## config.mk

```make
export PLATFORM = sky130hd
export DESIGN_NAME = asc_channel
export DESIGN_NICKNAME = d
export VERILOG_FILES = /design/src/core/asc_tx.v /design/src/core/asc_fifo.v /design/src/core/asc_channel.v
export VERILOG_INCLUDE_DIRS = /design/src /design/src/inc
export SDC_FILE = /design/constraint.sdc
export NUM_CORES = 1
export LEC_CHECK = 0
export BUFFER_PORTS_ARGS = -buffer_cell sky130_fd_sc_hd__buf_4
export CAP_MARGIN = 10
export CORE_AREA = 2 2 110 112
export DETAILED_ROUTE_END_ITERATION = 7
export DIE_AREA = 0 0 112 114
export PLACE_DENSITY = 0.75
export SYNTH_ARGS = -nofsm -noshare
export SYNTH_HDL_FRONTEND = slang
export SYNTH_SLANG_ARGS = --single-unit
```

## constraint.sdc

```tcl
create_clock -name clk_i -period 2.7 [get_ports clk_i]
set_input_delay 0.27 -clock clk_i [delete_from_list [all_inputs] [get_ports clk_i]]
set_output_delay 0.27 -clock clk_i [all_outputs]
set_load 0.005 [all_outputs]
```

## src/inc/asc_map.vh

```
// field positions, status bit positions and timing counts of the serial channel
`ifndef ASC_MAP_VH
`define ASC_MAP_VH
`define ASC_MR_LEN_LO   0
`define ASC_MR_LEN_HI   1
`define ASC_MR_PTYPE    2
`define ASC_MR_PMODE_LO 3
`define ASC_MR_PMODE_HI 4
`define ASC_MR_ERRMODE  5
`define ASC_MR_RXISEL   6
`define ASC_PM_WITH     2'b00
`define ASC_PM_NONE     2'b10
`define ASC_ST_RECEIVE_CHAR_AVAILABLE    0
`define ASC_ST_RECEIVE_QUEUE_FULL    1
`define ASC_ST_TXRDY    2
`define ASC_ST_TXEMT    3
`define ASC_ST_OE       4
`define ASC_ST_PE       5
`define ASC_ST_FE       6
`define ASC_ST_BRK      7
`define ASC_MIN_BITS    4'h5
`define ASC_OVS_LAST    4'hf
`define ASC_START_SMP   4'h7
`define ASC_RXQ_DEPTH   3
`endif

```

## src/core/asc_tx.v

```verilog
// transmit shift register: frames and serialises one character per load
`timescale 1ns/1ns
`default_nettype none
`include "asc_map.vh"
module asc_tx #(
    parameter FW = 12
) (
    input  wire       clk_i,        // system clock
    input  wire       nrst_i,       // async reset, active low
    input  wire       bit_clock_i,  // transmit_bit_clock from timing block
    input  wire       mode_16x_i,   // 1: bit clock is 16x
    input  wire       hold_valid_i, // holding register has a character
    input  wire [7:0] hold_data_i,  // holding register character
    input  wire [7:0] mode_i,       // mode_register_one
    input  wire       two_stop_i,   // 1: two stop bits
    output wire       take_o,       // holding register is emptied now
    output wire       busy_o,       // shift register holds a character
    output wire       serial_o      // serial_out
);
    reg          clk_d_r;
    reg  [3:0]   div_r;
    reg          busy_r;
    reg          ser_r;
    reg  [FW-1:0] frame_r;
    reg  [3:0]   left_r;
    reg  [FW-1:0] frame_nxt;
    reg  [3:0]   len_nxt;
    reg  [3:0]   nb;
    reg          par_on;
    reg          pbit;
    integer      i;
    wire         edge_w = bit_clock_i & ~clk_d_r;
    wire         tick = edge_w & (~mode_16x_i | (div_r == `ASC_OVS_LAST));
    wire         done = ~busy_r | (left_r == 4'h0);

    assign take_o   = tick & done & hold_valid_i;
    assign busy_o   = busy_r;
    assign serial_o = ser_r;

    always @* begin
        nb     = `ASC_MIN_BITS + {2'b00, mode_i[`ASC_MR_LEN_HI:`ASC_MR_LEN_LO]};
        par_on = mode_i[`ASC_MR_PMODE_HI:`ASC_MR_PMODE_LO] != `ASC_PM_NONE;
        pbit   = mode_i[`ASC_MR_PTYPE];
        // with parity: even keeps the ones count even, odd flips it; force sends the bit
        if (mode_i[`ASC_MR_PMODE_HI:`ASC_MR_PMODE_LO] == `ASC_PM_WITH) begin
            pbit = mode_i[`ASC_MR_PTYPE];
            for (i = 0; i < 8; i = i + 1) begin
                if (i < nb)
                    pbit = pbit ^ hold_data_i[i];
            end
        end
        frame_nxt    = {FW{1'b1}};
        frame_nxt[0] = 1'b0;
        for (i = 0; i < 8; i = i + 1) begin
            if (i < nb)
                frame_nxt[i+1] = hold_data_i[i];
        end
        if (par_on)
            frame_nxt[nb+4'h1] = pbit;
        len_nxt = nb + 4'h2 + {3'b000, par_on} + {3'b000, two_stop_i};
    end

    always @(posedge clk_i or negedge nrst_i) begin
        if (!nrst_i) begin
            clk_d_r <= 1'b0;
            div_r   <= 4'h0;
            busy_r  <= 1'b0;
            ser_r   <= 1'b1;
            frame_r <= {FW{1'b1}};
            left_r  <= 4'h0;
        end else begin
            clk_d_r <= bit_clock_i;
            if (edge_w)
                div_r <= div_r + 4'h1;
            if (tick) begin
                if (!done) begin
                    ser_r   <= frame_r[0];
                    frame_r <= {1'b1, frame_r[FW-1:1]};
                    left_r  <= left_r - 4'h1;
                end else if (hold_valid_i) begin
                    // next character follows the last stop bit with no idle gap
                    ser_r   <= frame_nxt[0];
                    frame_r <= {1'b1, frame_nxt[FW-1:1]};
                    left_r  <= len_nxt - 4'h1;
                    busy_r  <= 1'b1;
                end else begin
                    ser_r  <= 1'b1;
                    busy_r <= 1'b0;
                end
            end
        end
    end
endmodule // asc_tx
`default_nettype wire

```

## src/core/asc_fifo.v

```verilog
// small synchronous fifo used as the receive holding queue
`timescale 1ns/1ns
`default_nettype none
module asc_fifo #(
    parameter W  = 11,
    parameter D  = 3,
    parameter AW = 2
) (
    input  wire         clk_i,   // system clock
    input  wire         nrst_i,  // async reset, active low
    input  wire         push_i,  // write an entry
    input  wire [W-1:0] din_i,   // entry written
    input  wire         pop_i,   // drop the top entry
    output wire [W-1:0] dout_o,  // top entry
    output wire         empty_o, // no entry
    output wire         full_o   // all entries used
);
    reg  [W-1:0] mem [0:D-1];
    reg  [AW-1:0] wp_r;
    reg  [AW-1:0] rp_r;
    reg  [AW:0]   cnt_r;
    wire          do_pop  = pop_i & (cnt_r != {(AW+1){1'b0}});
    wire          do_push = push_i & (cnt_r != D[AW:0]);

    assign dout_o  = mem[rp_r];
    assign empty_o = cnt_r == {(AW+1){1'b0}};
    assign full_o  = cnt_r == D[AW:0];

    always @(posedge clk_i) begin
        if (do_push)
            mem[wp_r] <= din_i;
    end

    always @(posedge clk_i or negedge nrst_i) begin
        if (!nrst_i) begin
            wp_r  <= {AW{1'b0}};
            rp_r  <= {AW{1'b0}};
            cnt_r <= {(AW+1){1'b0}};
        end else begin
            if (do_push)
                wp_r <= (wp_r == D[AW-1:0] - 1'b1) ? {AW{1'b0}} : wp_r + 1'b1;
            if (do_pop)
                rp_r <= (rp_r == D[AW-1:0] - 1'b1) ? {AW{1'b0}} : rp_r + 1'b1;
            cnt_r <= cnt_r + {{AW{1'b0}}, do_push} - {{AW{1'b0}}, do_pop};
        end
    end
endmodule // asc_fifo
`default_nettype wire

```

## src/core/asc_channel.v

```verilog
// one asynchronous serial channel: holding register, transmitter, receiver, status
// What this block does
// - serial output stays high while the transmitter is idle or inactive.
// - each character begins with one low start bit period.
// - data bits follow the start bit, least significant first.
// - optional parity bit sits between last data bit and stop bit.
// - cpu writes the one-entry holding register, which feeds the shift register.
// - transmit interrupt when mask set and holding and shift registers empty.
// - after disable, remaining characters are still sent until both registers empty.
// - after disable, writes to the holding register are refused.
// - received characters enter a three-entry queue; a cpu read pops the top.
// - 16x mode: start bit valid only if still low at the 7th sample.
// - later bits are sampled one bit period apart from the 7th sample.
// - start-bit oversampling and alignment repeat for every start bit.
// - after last data bit check parity, sample stop; good mark completes character.
// - stop bit sampled as space sets the framing error flag, status bit 6.
// - wrong parity on a received character sets status bit 5.
// - queue full plus waiting character plus new data: overwrite, set status bit 4.
// - all-space character with space stop is a break, status bit 7.
// - a break loads one break character then waits for mark.
// - delta-break flag and interrupt at break start and at return to mark.
// - receiver-ready is true while the queue holds a character.
// - queue-full is true while the queue cannot take another character.
// - receive interrupt from ready or full as selected, gated by its mask.
// - mode bit 6 selects receive interrupt source: 0 ready, 1 full.
// - mode bits 1:0 give 5, 6, 7 or 8 data bits.
// - mode bit 2 is parity type, or the forced value; unused without parity.
// - mode bit 5: error flags per top character, or accumulated until reset.
`timescale 1ns/1ns
`default_nettype none
`include "asc_map.vh"
module asc_channel #(
    parameter RXQ_DEPTH = `ASC_RXQ_DEPTH
) (
    input  wire       clk_i,                // system clock, 50 MHz
    input  wire       nrst_i,               // async reset, active low
    input  wire       transmit_bit_clock_i, // transmit bit clock from timing block
    input  wire       receive_bit_clock_i,  // receive bit clock from timing block
    input  wire       tx_16x_i,             // 1: transmit clock is 16x
    input  wire       rx_16x_i,             // 1: receive clock is 16x
    input  wire [7:0] mode_register_one_i,  // character format and receive options
    input  wire       two_stop_i,           // 1: two stop bits
    input  wire       tx_enable_i,          // transmitter enabled
    input  wire       rx_enable_i,          // receiver enabled
    input  wire       tx_write_i,           // write pulse to holding register
    input  wire [7:0] tx_data_i,            // character written
    input  wire       rx_read_i,            // read pulse, pops the queue top
    input  wire       error_reset_i,        // clears overrun and accumulated errors
    input  wire       tx_irq_mask_i,        // transmit interrupt mask bit
    input  wire       rx_irq_mask_i,        // receive interrupt mask bit
    input  wire       break_irq_mask_i,     // delta-break interrupt mask bit
    input  wire       delta_break_clr_i,    // clears the delta-break flag
    input  wire       serial_in_i,          // serial_in
    output reg        serial_out_o,         // serial_out
    output reg  [7:0] rx_data_o,            // top character of receive queue
    output reg  [7:0] status_o,             // channel_status_register
    output reg        delta_break_o,        // sticky delta-break flag
    output reg        tx_irq_o,             // transmit interrupt request
    output reg        rx_irq_o,             // receive interrupt request
    output reg        break_irq_o           // delta-break interrupt request
);
    // receive sequencer states
    localparam ST_IDLE  = 2'd0;
    localparam ST_START = 2'd1;
    localparam ST_DATA  = 2'd2;
    localparam ST_BRK   = 2'd3;

    // holding register
    reg        thr_full_r;
    reg  [7:0] thr_data_r;
    wire       tx_take;
    wire       tsr_busy;
    wire       tx_ser;

    // receiver
    reg        rx_clk_d_r;
    reg  [1:0] rx_st_r;
    reg  [1:0] rx_st_nxt;
    reg  [3:0] ph_r;
    reg  [3:0] ph_nxt;
    reg  [3:0] bit_r;
    reg  [3:0] bit_nxt;
    reg  [9:0] sh_r;
    reg  [9:0] sh_nxt;
    reg        done_nxt;
    reg        brk_start;
    reg        brk_end;
    reg        rsr_full_r;
    reg [10:0] rsr_data_r;
    reg        oe_r;
    reg  [2:0] err_acc_r;

    // received character decode
    reg  [3:0] nb;
    reg        par_on;
    reg  [3:0] last_idx;
    reg  [7:0] rx_char;
    reg        exp_par;
    reg        got_par;
    reg        all_space;
    reg        pe_now;
    reg        fe_now;
    integer    i;

    wire       rx_tick = receive_bit_clock_i & ~rx_clk_d_r;
    wire       smp_now = rx_tick & (~rx_16x_i | (ph_r == `ASC_OVS_LAST));
    wire       q_full;
    wire       q_empty;
    wire [10:0] q_top;
    wire       rsr_move = rsr_full_r & ~q_full;
    // multi-drop code is handled as forced parity; no address wake-up here
    wire [1:0] pmode = mode_register_one_i[`ASC_MR_PMODE_HI:`ASC_MR_PMODE_LO];
    wire [2:0] top_err = q_empty ? 3'b000 : q_top[10:8];
    wire [2:0] err_show;

    // write is taken only while enabled and the single entry is free
    wire       thr_wr = tx_write_i & tx_enable_i & ~thr_full_r;

    asc_tx #(
        .FW (12)
    ) u_tx (
        .clk_i        (clk_i),
        .nrst_i       (nrst_i),
        .bit_clock_i  (transmit_bit_clock_i),
        .mode_16x_i   (tx_16x_i),
        .hold_valid_i (thr_full_r),
        .hold_data_i  (thr_data_r),
        .mode_i       (mode_register_one_i),
        .two_stop_i   (two_stop_i),
        .take_o       (tx_take),
        .busy_o       (tsr_busy),
        .serial_o     (tx_ser)
    );

    // holding register drains into the shift register even after disable
    always @(posedge clk_i or negedge nrst_i) begin
        if (!nrst_i) begin
            thr_full_r <= 1'b0;
            thr_data_r <= 8'h00;
        end else begin
            if (thr_wr) begin
                thr_full_r <= 1'b1;
                thr_data_r <= tx_data_i;
            end else if (tx_take) begin
                thr_full_r <= 1'b0;
            end
        end
    end

    asc_fifo #(
        .W  (11),
        .D  (RXQ_DEPTH),
        .AW (2)
    ) u_rxq (
        .clk_i   (clk_i),
        .nrst_i  (nrst_i),
        .push_i  (rsr_move),
        .din_i   (rsr_data_r),
        .pop_i   (rx_read_i),
        .dout_o  (q_top),
        .empty_o (q_empty),
        .full_o  (q_full)
    );

    // decode of the bits gathered so far; used on the stop sample
    always @* begin
        nb       = `ASC_MIN_BITS + {2'b00, mode_register_one_i[`ASC_MR_LEN_HI:`ASC_MR_LEN_LO]};
        par_on   = pmode != `ASC_PM_NONE;
        last_idx = nb + {3'b000, par_on};
        rx_char  = 8'h00;
        for (i = 0; i < 8; i = i + 1) begin
            if (i < nb)
                rx_char[i] = sh_r[i];
        end
        got_par = sh_r[nb];
        exp_par = mode_register_one_i[`ASC_MR_PTYPE];
        if (pmode == `ASC_PM_WITH)
            exp_par = exp_par ^ (^rx_char);
        pe_now    = par_on & (got_par != exp_par);
        fe_now    = ~serial_in_i;
        all_space = (rx_char == 8'h00) & ~(par_on & got_par) & ~serial_in_i;
    end

    // receive sequencer
    always @* begin
        rx_st_nxt = rx_st_r;
        ph_nxt    = ph_r;
        bit_nxt   = bit_r;
        sh_nxt    = sh_r;
        done_nxt  = 1'b0;
        brk_start = 1'b0;
        brk_end   = 1'b0;
        case (rx_st_r)
            ST_IDLE: begin
                // looks for a start right after a stop sample, so a space stop
                // that lasts past the 7th sample opens a new frame
                if (rx_enable_i & rx_tick & ~serial_in_i) begin
                    bit_nxt = 4'h0;
                    if (rx_16x_i) begin
                        rx_st_nxt = ST_START;
                        ph_nxt    = 4'h1;
                    end else begin
                        rx_st_nxt = ST_DATA;
                    end
                end
            end
            ST_START: begin
                if (rx_tick) begin
                    ph_nxt = ph_r + 4'h1;
                    if (ph_r == `ASC_START_SMP - 4'h1) begin
                        // a pulse gone high by now was noise
                        if (serial_in_i) begin
                            rx_st_nxt = ST_IDLE;
                        end else begin
                            rx_st_nxt = ST_DATA;
                            ph_nxt    = 4'h0;
                        end
                    end
                end
            end
            ST_DATA: begin
                if (rx_tick)
                    ph_nxt = ph_r + 4'h1;
                if (smp_now) begin
                    ph_nxt  = 4'h0;
                    bit_nxt = bit_r + 4'h1;
                    sh_nxt[bit_r] = serial_in_i;
                    if (bit_r == last_idx) begin
                        done_nxt = 1'b1;
                        if (all_space) begin
                            rx_st_nxt = ST_BRK;
                            brk_start = 1'b1;
                        end else begin
                            rx_st_nxt = ST_IDLE;
                        end
                    end
                end
            end
            ST_BRK: begin
                // no tick needed: the first clock that sees mark ends the break
                if (serial_in_i) begin
                    rx_st_nxt = ST_IDLE;
                    brk_end   = 1'b1;
                end
            end
            default: rx_st_nxt = ST_IDLE;
        endcase
    end

    always @(posedge clk_i or negedge nrst_i) begin
        if (!nrst_i) begin
            rx_clk_d_r <= 1'b0;
            rx_st_r    <= ST_IDLE;
            ph_r       <= 4'h0;
            bit_r      <= 4'h0;
            sh_r       <= 10'h000;
        end else begin
            rx_clk_d_r <= receive_bit_clock_i;
            rx_st_r    <= rx_st_nxt;
            ph_r       <= ph_nxt;
            bit_r      <= bit_nxt;
            sh_r       <= sh_nxt;
        end
    end

    // receive shift register slot in front of the queue
    always @(posedge clk_i or negedge nrst_i) begin
        if (!nrst_i) begin
            rsr_full_r <= 1'b0;
            rsr_data_r <= 11'h000;
            oe_r       <= 1'b0;
        end else begin
            if (done_nxt) begin
                rsr_full_r <= 1'b1;
                // a break stores one all-zero character flagged as break
                rsr_data_r <= {all_space, fe_now, pe_now & ~all_space, rx_char};
            end else if (rsr_move) begin
                rsr_full_r <= 1'b0;
            end
            // waiting character lost to a newer one; set wins over the reset
            if (done_nxt & rsr_full_r & q_full)
                oe_r <= 1'b1;
            else if (error_reset_i)
                oe_r <= 1'b0;
        end
    end

    // block error mode gathers flags of every character seen on top
    always @(posedge clk_i or negedge nrst_i) begin
        if (!nrst_i) begin
            err_acc_r <= 3'b000;
        end else if (error_reset_i) begin
            err_acc_r <= top_err;
        end else begin
            err_acc_r <= err_acc_r | top_err;
        end
    end

    assign err_show = mode_register_one_i[`ASC_MR_ERRMODE] ? err_acc_r : top_err;

    // registered outputs
    always @(posedge clk_i or negedge nrst_i) begin
        if (!nrst_i) begin
            serial_out_o  <= 1'b1;
            rx_data_o     <= 8'h00;
            status_o      <= 8'h00;
            delta_break_o <= 1'b0;
            tx_irq_o      <= 1'b0;
            rx_irq_o      <= 1'b0;
            break_irq_o   <= 1'b0;
        end else begin
            serial_out_o <= tx_ser;
            // an empty queue shows zero instead of a stale or unwritten entry
            if (q_empty)
                rx_data_o <= 8'h00;
            else
                rx_data_o <= q_top[7:0];
            status_o[`ASC_ST_RECEIVE_CHAR_AVAILABLE] <= ~q_empty;
            status_o[`ASC_ST_RECEIVE_QUEUE_FULL] <= q_full;
            status_o[`ASC_ST_TXRDY] <= tx_enable_i & ~thr_full_r;
            status_o[`ASC_ST_TXEMT] <= ~thr_full_r & ~tsr_busy;
            status_o[`ASC_ST_OE]    <= oe_r;
            status_o[`ASC_ST_PE]    <= err_show[0];
            status_o[`ASC_ST_FE]    <= err_show[1];
            status_o[`ASC_ST_BRK]   <= err_show[2];
            // an edge in the clearing cycle keeps the flag set
            if (brk_start | brk_end)
                delta_break_o <= 1'b1;
            else if (delta_break_clr_i)
                delta_break_o <= 1'b0;
            break_irq_o <= break_irq_mask_i & (delta_break_o | brk_start | brk_end);
            // request ignores the enable, so a drained disabled transmitter still asks
            tx_irq_o    <= tx_irq_mask_i & ~thr_full_r & ~tsr_busy;
            rx_irq_o    <= rx_irq_mask_i &
                           (mode_register_one_i[`ASC_MR_RXISEL] ? q_full : ~q_empty);
        end
    end
endmodule // asc_channel
`default_nettype wire

```

# --- Word-level counts from Yosys, hierarchy flattened ---
# Memories as Yosys holds them, arrays and structs flattened.
# Cells that the tools add are included.
classes:
  addsub: 15
  order_cmp: 13
  eq_ne: 22
  n_mux: 96
  bitwise: 53
  reduce_logical: 21
ops:
  columns: ["operator", "n"]
  rows:
  - ["2-to-1 mux 1 bit", 59]
  - ["2-to-1 mux 4 bit", 11]
  - ["2-to-1 mux 12 bit", 3]
  - ["AND 1 bit", 26]
  - ["2-to-1 mux 2 bit", 11]
  - ["inequality test 2 bit, second input constant", 9]
  - ["adder 4 x 1 -> 4 bit, second input constant", 4]
  - ["less-than comparator 3 x 4 -> 1 bit, first input constant", 4]
  - ["less-than comparator 4 x 5 -> 1 bit, second input constant", 3]
  - ["adder 4 x 1 -> 4 bit", 3]
  - ["bitwise mux 12 bit", 1]
  - ["case mux 4 bit (3 select lines)", 1]
  - ["inverter 1 bit", 11]
  - ["bitwise mux 10 bit", 1]
  - ["nonzero test 2 bit", 5]
  - ["2-to-1 mux 3 bit", 3]
  - ["bitwise XOR 1 bit", 9]
  - ["demux 1 bit (select 4 bit)", 2]
  - ["equality test 2 bit, second input constant", 4]
  - ["equality test 4 bit, second input constant", 2]
  - [">= comparator 4 x 1 -> 1 bit, second input constant", 2]
  - ["zero test 8 bit", 1]
  - ["less-than comparator 1 x 4 -> 1 bit, first input constant", 2]
  - ["less-than comparator 2 x 4 -> 1 bit, first input constant", 2]
  - ["other kinds (29)", 41]
totals:
  register_bits: 97
  ramBits: 33
  input_bits: 33
  word_cells: 248
  memories: 1
memory_table:
  columns: ["name", "depth", "width", "rd", "rd_clocked_by_memory_dff", "write_ports", "line_no", "text"]
  rows:
  - ["u_rxq.mem", 3, 11, 1, 0, 1, "asc_fifo.v:18", "reg [W-1:0] mem [0:D-1];"]

# --- Logic depth before layout (Yosys ltp) ---
# Gate-level depths: netlist (run 1).
logic_depth:
  depth_word: 29
  mapped_depth: 13
  depth_no_buf: 12

# --- By module ---
# Synthesis (run 1) repeated with hierarchy kept, for this count alone.
unflattened:
  hier_cells: 572
  area_unflattened_um2: 6363.6
modules_own_cells:
  columns: ["module", "n_inst", "cells_each", "area_each_um2"]
  rows:
  - ["asc_channel", 1, 296, 3201.8]
  - ["asc_fifo", 1, 100, 1592.8]
  - ["asc_tx", 1, 176, 1569.0]

# --- Least setup slack after synthesis (run 1) ---
# Ideal clock, no wire load.
synth_path:
  path_kind: "reg2reg"
  from: "register u_rxq.cnt_r[2]"
  to: "register u_rxq.cnt_r[2]"
  setup_time_ps: 123
  arrival_time_ps: 2458
  required_ps: 2577
  path_slack_ps: 119
  stages_incl_launch_ff: 12
  cell_sequence: "dfrtp_1 -> nor3_1 -> inv_1 -> nand2_1 -> inv_1 -> ha_1 -> inv_1 -> ha_1 -> inv_1 -> fa_1 -> xnor2_1 -> xnor2_1"
synth_rtl:
  columns: ["element", "line_no", "text"]
  rows:
  - ["start: declaration", "asc_fifo.v:21", "reg [AW:0] cnt_r;"]
  - ["start signal: assignment", "asc_fifo.v:38", "cnt_r <= {(AW+1){1'b0}};"]
  - ["start signal: assignment", "asc_fifo.v:44", "cnt_r <= cnt_r + {{AW{1'b0}}, do_push} - {{AW{1'b0}}, do_pop};"]
  - ["nonzero test 3 bit", "asc_fifo.v:22", "wire do_pop = pop_i & (cnt_r != {(AW+1){1'b0}});"]
  - ["AND 1 bit", "asc_fifo.v:22", null]
  - ["net u_rxq.do_pop", "asc_fifo.v:22", null]
  - ["subtractor 3 x 1 -> 3 bit", "asc_fifo.v:44", null]
# The timed path passes the listed nets, and every way through them passes these cells.
# A chain may end at the register's enable or synchronous reset.

# --- Final worst setup path (run 1) ---
layout_path:
  from: "register u_rxq.cnt_r[1]"
  to: "register u_rxq.cnt_r[2]"
# The elaborated chain is that of the path after synthesis.

==> reports/results.ini, run 1 <==
[clocking]
cts_tree = done
clock-root-buffer = clkbuf_16
clk_pin_slew_ns = 0.05
cts_sinks = 129
cts_buffers = 17
cts_buffer_depth = 2
clock_latency_ns = 0.41
htreeDepth = 4
post_cts_resize_count = 0

[status]
status = complete, no violations

[run]
maxCapViolations = 0

[sta]
fin_setup_tns_ns = 0
period_minus_slack_ns = 2.39
hold_viol = 0
max_freq_ghz = 0.419
finalSetupViolCount = 0
worstMarginPinSlew_ns = 0.737
skew_ns = 0.00609
slew_violations = 0
rsz0062_at_grt = no
layout_setup_ws_ns = 0.311
finalCritPeriodShare_pct = 88.5
hold_ws_ns = 0.0218
slew_headroom_pct = 50.9

[die]
die_area_um2 = 12800
ios = 54
coreArea_um2 = 11700
initial_core_util_pct = 52.1
die_w_um = 112
die_h_um = 114
num_rows = 40

[setup_path]
required_ns = 3.00
r2r_slack_ns = 0.31
slowest_delay_ns = 0.44
criticalPathCategory = reg2reg
startpoint_type = register
worstSetupEndpoint = u_rxq.cnt_r[2]
r2r-start = u_rxq.cnt_r[1]
crit_top_cell = inv_1
path_cells = nor3_1 -> inv_1 -> nand2_1 -> inv_1 -> ha_1 -> inv_1 -> ha_1 -> inv_1 -> fa_1 -> xnor2_1 -> xnor2_1
r2r_end = u_rxq.cnt_r[2]
critical-path-slowest-cell = dfrtp_1
cp-end-kind = register
crit_fanout = 6
ff2ff_path_depth = 11
startpoint = u_rxq.cnt_r[1]
critPathArrivalTime_ns = 2.69

[yosys]
synth_seq_area_share_pct = 55.8
synth.distinct_cells = 54
synth_cells = 555
avgSynthCellArea_um2 = 11.0
synth_nets = 622
async_flop_share_pct = 74.4
yosys.area.top_type_share_pct = 34.0
synth_area_leaders = dfrtp_1 34%, edfxtp_1 16%, ha_1 6.4%
post-synth-top-area-cell = dfrtp_1
synth-seq-cells = 129
syn_area_um2 = 6110
ys_warn_count = 0
ys.flop_type = dfrtp_1
synth_edf_count = 33

[route]
first_pass_iters = 5
vias = 4223
post-route-drc-count = 0
drtIter0Drc = 189
ant_nets = 0
wl_per_cell_um = 14.5
vias_per_cell = 5.37
wl_mm = 11.4

[power]
leakagePower_nw = 3.33
power_density_nw_per_um2 = 985
power.total_mw = 7.20
vdd_drop_max_mv = 0.629

[cells_and_area]
fin_util_pct = 62.4
area_growth_syn_to_layout_pct = 19.6
fin_cells = 787
diodes = 0
final_cell_mix = 83 x dfrtp_1, 76 x nand2_1, 67 x buf_4
final_common_cell = dfrtp_1
n_fill_cell = 939
drive_gt1_share_pct = 20.2
final_area_um2 = 7300
nNetsFinal = 694

[placed_design]
place_congestion = 0.844
dp_hpwl_mm = 8.01
dpl_cell_area_um2 = 6750
port_buffers = 52
place_ws_ns = 0.0160
dp_cells = 752

[min_path]
worstHoldPathType = in2reg
min_path_cells = 2

[global_route]
grt_pass1_wl_mm = 19.7
grt_pass1_vias = 4288
grt-ovfl-total = 0
grt_max_degree = 59
grtUsageTotal_pct = 19.4
antenna_found_initial = 0

-- sequential cells by signal, summed over array words and instances, names as in the netlist, 4 cells and up --
register	cells
rsr_data_r	11
status_o	8
u_rxq.mem	33
u_tx.div_r	4
u_tx.left_r	4
thr_data_r	8
rx_data_o	8
bit_r	4
ph_r	4
u_tx.frame_r	11
sh_r	10
-- synthesized netlist by cell type (all sizes together) (4+ instances only) --
library cell,instances
nand2b,7
clkbuf,17
nand2,76
nor2b,7
nand3,10
mux2,18
mux2i,17
dfstp,13
a31oi,5
a21boi,4
nor2,36
ha,31
and2,4
xor2,5
dfrtp,83
nand4,4
inv,38
nor3,8
nor3b,5
xnor2,13
edfxtp,33
o21ai,39
a21o,7
a21oi,28
-- how the worst min path moves through the flow --
stage,startpoint,endpoint,slack [ns]
floorplan,nrst_i,bit_r[0],-0.03
global placement,u_tx.serial_o,serial_out_o,0.36
detailed placement,u_tx.serial_o,serial_out_o,0.36
CTS,mode_register_one_i[6],rx_irq_o,0.004
global route,mode_register_one_i[6],rx_irq_o,0.04
finish,mode_register_one_i[6],rx_irq_o,0.02
-- cells by family after synthesis --
family,synth area share [%]
AO/OA/AOI/OAI,11.0
XOR/XNOR,2.95
adder cells (fa/ha/maj),7.34
buffers and inverters,3.44
flip-flops,55.8
multiplexers,6.48
AND/OR/NAND/NOR,13.0
-- critical path: cells and delay by family (launching register included) --
kind	cells	cell delay, ns
xor+xnor	2	0.26
fa+ha+maj	3	0.79
buf+inv	4	0.35
flops	1	0.44
simple gates	2	0.44
-- what timing repair did --
item	in CTS	in global routing
setup buffers	0	0
endpoints found under the hold margin	46	0
hold buffers	3	0
-- power breakdown --
part | switching, mW | total [mW] | internal, mW
Combinational | 1.06 | 2.15 | 1.09
Clock | 0.790 | 2.02 | 1.23
Sequential | 0.453 | 3.02 | 2.57
Total | 2.30 | 7.20 | 4.89
-- area by class of cell --
type | instances | area, um^2 | area share, %
Inverter | 38 | 143 | 1.95
Sequential cell | 129 | 3410 | 46.7
Timing Repair Buffer | 71 | 553 | 7.57
Clock inverter | 15 | 101 | 1.39
Multi-Input combinational cell | 370 | 2490 | 34.0
Clock buffer | 17 | 425 | 5.83
Tap cell | 147 | 184 | 2.52
-- per-layer routing --
metal	track usage (%)	wire length, um	share of wire (%)	vias to the layer above
li1	-	-	-	2079
met1	24.1	5050	44	2055
met2	32.6	5770	51	71
met3	4.94	388	3.4	18
met4	8.21	209	1.8	0
met5	0	0	0	-
No activity file was read; power rests on OpenSTA's default activity.
==> run 2, diff against run 1 <==
--- a/config.mk
+++ b/config.mk
@@ -11,7 +11,7 @@
 export CORE_AREA = 2 2 110 112
 export DETAILED_ROUTE_END_ITERATION = 7
 export DIE_AREA = 0 0 112 114
-export PLACE_DENSITY = 0.75
+export PLACE_DENSITY = 0.76
 export SYNTH_ARGS = -nofsm -noshare
 export SYNTH_HDL_FRONTEND = slang
 export SYNTH_SLANG_ARGS = --single-unit
==> reports/results.ini, run 2 (synthesized netlist as in run 1, its figures left out) <==
[placed_design]
dpl_cell_area_um2 = 6750  ; unchanged
place_congestion = 0.832  ; -1.4%
dp_hpwl_mm = 8.34  ; +4.1%
port_buffers = 52  ; unchanged
dp_cells = 752  ; unchanged

[sta]
rsz0062_at_grt = no
slew_violations = 0  ; unchanged
max_freq_ghz = 0.414  ; -0.97%
finalSetupViolCount = 0  ; unchanged
slew_headroom_pct = 50.3  ; -0.58 points
period_minus_slack_ns = 2.41  ; +0.0233 ns
hold_viol = 0  ; unchanged
fin_setup_tns_ns = 0  ; unchanged
worstMarginPinSlew_ns = 0.745  ; +0.00874 ns
skew_ns = 0.00684  ; +0.000745 ns
finalCritPeriodShare_pct = 89.4  ; +0.86 points

[die]
num_rows = 40  ; unchanged
ios = 54  ; unchanged
coreArea_um2 = 11700  ; unchanged
die_w_um = 112  ; unchanged
die_h_um = 114  ; unchanged
initial_core_util_pct = 52.1  ; unchanged
die_area_um2 = 12800  ; unchanged

[setup_path]
critical-path-slowest-cell = dfrtp_1
r2r_slack_ns = 0.29  ; -0.02 ns
path_buf_inv = 4  ; unchanged
required_ns = 3.03  ; +0.03 ns
ff2ff_path_depth = 11  ; unchanged
r2r_end = u_rxq.cnt_r[2]
cp-end-kind = register
critPathArrivalTime_ns = 2.75  ; +0.06 ns
crit_top_cell = inv_1
slowest_delay_ns = 0.41  ; -0.03 ns
startpoint_type = register
path_cells = nor3_1 -> inv_1 -> nand2_1 -> inv_1 -> ha_1 -> inv_1 -> ha_1 -> inv_1 -> fa_1 -> xnor2_1 -> xnor2_1
r2r-start = u_rxq.cnt_r[2]
crit_fanout = 6  ; unchanged
crit_family = adder cells
criticalPathCategory = reg2reg

[global_route]
grt-ovfl-total = 0  ; unchanged
grt_pass1_vias = 4413  ; +2.9%
grt_pass1_wl_mm = 20.4  ; +3.9%
grt_max_degree = 60  ; +1.7%
grtUsageTotal_pct = 20.3  ; +0.96 points
antenna_found_initial = 0  ; unchanged

[cells_and_area]
area_growth_syn_to_layout_pct = 21.0
final_common_cell = dfrtp_1
fin_cells = 788  ; +0.13%
n_fill_cell = 956  ; +1.8%
top_regs = u_rxq.mem: 33 flops, rsr_data_r: 11 flops, u_tx.frame_r: 11 flops
regMostFlops = u_rxq.mem
largest_reg_flops = 33  ; unchanged
drive_gt1_share_pct = 20.9  ; +0.75 points
final_area_um2 = 7390  ; +1.2%
nNetsFinal = 695  ; +0.14%
final_cell_mix = 83 x dfrtp_1, 76 x nand2_1, 67 x buf_4
diodes = 0  ; unchanged

[power]
power_density_nw_per_um2 = 1020  ; +3.5%
vdd_drop_max_mv = 0.818  ; +30%
leakagePower_nw = 3.36  ; +0.98%
power.total_mw = 7.54  ; +4.7%

[clocking]
clk_pin_slew_ns = 0.05  ; about the same
cts_sinks = 129  ; unchanged
htreeDepth = 4  ; unchanged
cts_buffer_depth = 2  ; unchanged
clock_latency_ns = 0.42  ; about the same
post_cts_resize_count = 0  ; unchanged
clock-root-buffer = clkbuf_16
cts_tree = done
cts_buffers = 17  ; unchanged

[run]
maxCapViolations = 0  ; unchanged

[min_path]
min_to = err_acc_r[1]
worstHoldPathType = in2reg
min_path_cells = 2  ; unchanged
hp-start = error_reset_i

[status]
status = complete, no violations

[route]
post-route-drc-count = 0  ; unchanged
vias = 4239  ; +0.38%
first_pass_iters = 4  ; -1
wl_mm = 12.1  ; +5.6%
ant_nets = 0  ; unchanged
vias_per_cell = 5.38  ; +0.25%
wl_per_cell_um = 15.3  ; +5.5%
drtIter0Drc = 224  ; +19%

-- run 2: changes by cell type in the layout (fill, tap and decap cells not counted) --
cell | previous run | this run
a21boi_0 | 3 | 4
clkbuf_8 | 0 | 1
dlygate4sd3_1 | 3 | 4
clkinv_1 | 5 | 0
a21boi_1 | 1 | 0
clkinv_2 | 6 | 4
clkinvlp_4 | 3 | 5
bufinv_16 | 1 | 3
clkinv_4 | 0 | 2
-- run 2: timing repair --
item | in CTS | in global routing
buffers inserted | 0 | 0
endpoints found under the hold margin | 48 | 0
hold buffers | 4 | 0
-- run 2: cell type report --
cell class              instances  area, um^2  area share [%]
multi-input cells             370        2490            33.6
flip-flops and latches        129        3410            46.1
well taps                     147         184            2.49
clock inverters                14         165            2.24
inverters                      38         143            1.93
repair buffers                 72         563            7.62
clock buffers                  18         439            5.94
-- run 2: worst max-delay path by stage --
stage | startpoint | to | slack, ns | cells past startpoint
5_1_grt | u_rxq.cnt_r[1] | u_rxq.cnt_r[2] | 0.04 | 11
3_3_place_gp | mode_register_one_i[0] | u_tx.frame_r[3] | 0.11 | 11
2_1_floorplan | u_rxq.cnt_r[2] | u_rxq.cnt_r[2] | 0.12 | 11
4_1_cts | u_rxq.cnt_r[2] | u_rxq.cnt_r[2] | 0.27 | 11
6_report | u_rxq.cnt_r[2] | u_rxq.cnt_r[2] | 0.29 | 11
3_5_place_dp | mode_register_one_i[0] | rsr_data_r[8] | 0.01 | 13
-- run 2: routing by layer --
metal  track usage (%)  up-vias  wire, um
li1                  -     2082         -
met1              24.0     2043      5140
met2              35.2       90      6200
met3              6.38       24       493
met4              7.64        0       218
met5                 0        -         0
-- run 2: report_power, final --
group | switching (mW) | total [mW] | internal [mW] | leakage (nW)
Clock | 0.850 | 2.32 | 1.47 | 0.284
Combinational | 1.08 | 2.19 | 1.10 | 1.61
Sequential | 0.465 | 3.03 | 2.57 | 1.47
Total | 2.40 | 7.54 | 5.14 | 3.36
-- run 2: stage by stage --
stage          setup slack [ns]  hold WS (ns)  utilization [%]
2_1_floorplan             0.119       -0.0256                -
3_3_place_gp              0.114         0.357             57.6
3_5_place_dp             0.0145         0.356             57.6
4_1_cts                   0.272        0.0443             63.1
5_1_grt                  0.0413        0.0706             63.1
6_report                  0.287        0.0681             63.1
==> run 3, diff against run 2 <==
==> constraint.sdc (replaced) <==
create_clock -name clk_i -period 2.7 [get_ports clk_i]
set_input_delay 0.405 -clock clk_i [delete_from_list [all_inputs] [get_ports clk_i]]
set_output_delay 0.405 -clock clk_i [all_outputs]
set_load 0.005 [all_outputs]
==> reports/results.ini, run 3 (synthesized netlist as in run 1, its figures left out) <==
[clocking]
cts_sinks = 129  ; unchanged
cts_tree = done
htreeDepth = 4  ; unchanged
postCtsSetupBuffers = 0  ; unchanged
cts_buffers = 17  ; unchanged
clk_pin_slew_ns = 0.05  ; about the same
cts_buffer_depth = 2  ; unchanged
post_cts_resize_count = 0  ; unchanged
clock_latency_ns = 0.41  ; about the same
clock-root-buffer = clkbuf_16
cts_hold_buf = 0  ; -4

[route]
first_pass_iters = 5  ; +1
post-route-drc-count = 0  ; unchanged
vias = 4248  ; +0.21%
vias_per_cell = 5.38  ; about the same
ant_nets = 0  ; unchanged
wl_mm = 11.7  ; -2.8%
wl_per_cell_um = 14.8  ; -3.1%
drtIter0Drc = 245  ; +9.4%

[cells_and_area]
largest_reg_flops = 33  ; unchanged
area_growth_syn_to_layout_pct = 20.7
regMostFlops = u_rxq.mem
top_regs = u_rxq.mem: 33 flops, rsr_data_r: 11 flops, u_tx.frame_r: 11 flops
final_common_cell = dfrtp_1
n_fill_cell = 946  ; -1.0%
diodes = 0  ; unchanged
final_cell_mix = 83 x dfrtp_1, 76 x nand2_1, 73 x buf_4
drive_gt1_share_pct = 21.0  ; +0.090 points
nNetsFinal = 697  ; +0.29%
final_area_um2 = 7370  ; -0.30%

[setup_path]
critPathArrivalTime_ns = 2.68  ; -0.07 ns
startpoint_type = register
criticalPathCategory = reg2reg
crit_fanout = 23  ; +17
required_ns = 2.99  ; -0.04 ns
cp-end-kind = register

[power]
combPwrFrac_pct = 29.5  ; +0.5 points
internal-power_mw = 5.11  ; -0.50%
share_seq_of_total_power_pct = 40.5  ; +0.3 points
power_density_nw_per_um2 = 1010  ; -0.71%
power.total_mw = 7.46  ; -1.0%
clock_power_share_pct = 30.0  ; -0.7 points
leakagePower_nw = 3.37  ; +0.12%
power_switching_share_pct = 31.5  ; -0.35 points
vdd_drop_max_mv = 0.903  ; +10%
p_sw_mw = 2.35  ; -2.1%

[die]
initial_core_util_pct = 52.1  ; unchanged
coreArea_um2 = 11700  ; unchanged
die_area_um2 = 12800  ; unchanged
ios = 54  ; unchanged
die_w_um = 112  ; unchanged
die_h_um = 114  ; unchanged
num_rows = 40  ; unchanged

[status]
status = complete, no violations

[global_route]
grt_pass1_wl_mm = 19.9  ; -2.8%
grtUsageTotal_pct = 19.7  ; -0.60 points
grt_pass1_vias = 4228  ; -4.2%
grt_max_degree = 52  ; -13%
antenna_found_initial = 0  ; unchanged
grt-ovfl-total = 0  ; unchanged

[sta]
max_freq_ghz = 0.418  ; +0.87%
finalSetupViolCount = 0  ; unchanged
skew_ns = 0.00885  ; +0.00201 ns
fin_setup_tns_ns = 0  ; unchanged
slew_headroom_pct = 52.9  ; +2.6 points
hold_viol = 0  ; unchanged
period_minus_slack_ns = 2.39  ; -0.0208 ns
finalCritPeriodShare_pct = 88.6  ; -0.77 points
slew_violations = 0  ; unchanged
rsz0062_at_grt = no
layout_setup_ws_ns = 0.308  ; +0.0208 ns
worstMarginPinSlew_ns = 0.707  ; -0.0384 ns

[min_path]
worstHoldPathType = in2async

[placed_design]
place_congestion = 0.851  ; +2.3%
dpl_cell_area_um2 = 6790  ; +0.67%
place_ws_ns = -0.0851  ; -0.0996 ns
port_buffers = 52  ; unchanged
dp_hpwl_mm = 8.20  ; -1.7%

[run]
maxCapViolations = 0  ; unchanged

[run 3: changes by cell type in the layout (fill, tap and decap cells not counted), sizes merged]
cell         before  now
buf              68   74
clkbuf           18   19
clkinv            6    7
clkinvlp          5    3
dlygate4sd3       4    0
[run 3: area by class of cell]
| type | instances | area, um^2 | area share, % |
|---|---|---|---|
| sequential | 129 | 3410 | 46.3 |
| multi-input combinational | 370 | 2490 | 33.7 |
| timing repair buffer | 74 | 568 | 7.71 |
| clock buffer | 19 | 433 | 5.88 |
| tap | 147 | 184 | 2.50 |
| clock inverter | 13 | 144 | 1.95 |
| inverter | 38 | 143 | 1.94 |
[run 3: worst max-delay path, stage by stage, from the launching register on]
cell and delay [ns]:
dfrtp_1 0.39, ha_1 0.20, nand3_1 0.11, a21oi_1 0.40, nand2_1 0.17, or4_1 0.60, buf_4 0.24, nand2_1 0.08
o21ai_0 0.08
[run 3: routing by layer]
metal	wire (um)	vias to the layer above	global-route usage [%]	share of wire (%)
li1	-	2079	-	-
met4	147	0	6.26	1.3
met2	5990	87	33.5	51
met1	5100	2066	24.6	44
met5	0	-	0	0
met3	467	16	5.84	4.0
[run 3: metrics by stage]
stage               cells  utilization, %  hold WS (ns)
floorplan             555               -         0.109
global placement      758            58.0         0.356
detailed placement    758            58.0         0.358
CTS                   790            62.9        0.0375
global route          790            62.9        0.0724
finish                790            62.9        0.0225
[run 3: worst paths after layout]
| kind | to | slack [ns] | cells past startpoint | startpoint |
|---|---|---|---|---|
| setup / recovery | rsr_data_r[2] | 0.31 | 8 | ph_r[1] |
| hold / removal | status_o[6] | 0.02 | 1 | nrst_i |
| setup reg to reg | rsr_data_r[2] | 0.31 | 8 | ph_r[1] |
| hold reg to reg | serial_out_o | 0.37 | 0 | u_tx.serial_o |
| max in group asynchronous | rx_data_o[7] | 2.03 | 2 | nrst_i |
| min in group clk_i | u_tx.clk_d_r | 0.11 | 1 | transmit_bit_clock_i |
[run 3: power by group through the flow]
stage          registers, mW  clock network [mW]  logic, mW
2_1_floorplan           2.87                   0       1.61
3_3_place_gp            3.01                   0       2.08
3_5_place_dp            3.05                   0       2.19
4_1_cts                 3.02                2.28       2.22
5_1_grt                 3.10                2.36       2.49
6_report                3.02                2.24       2.20
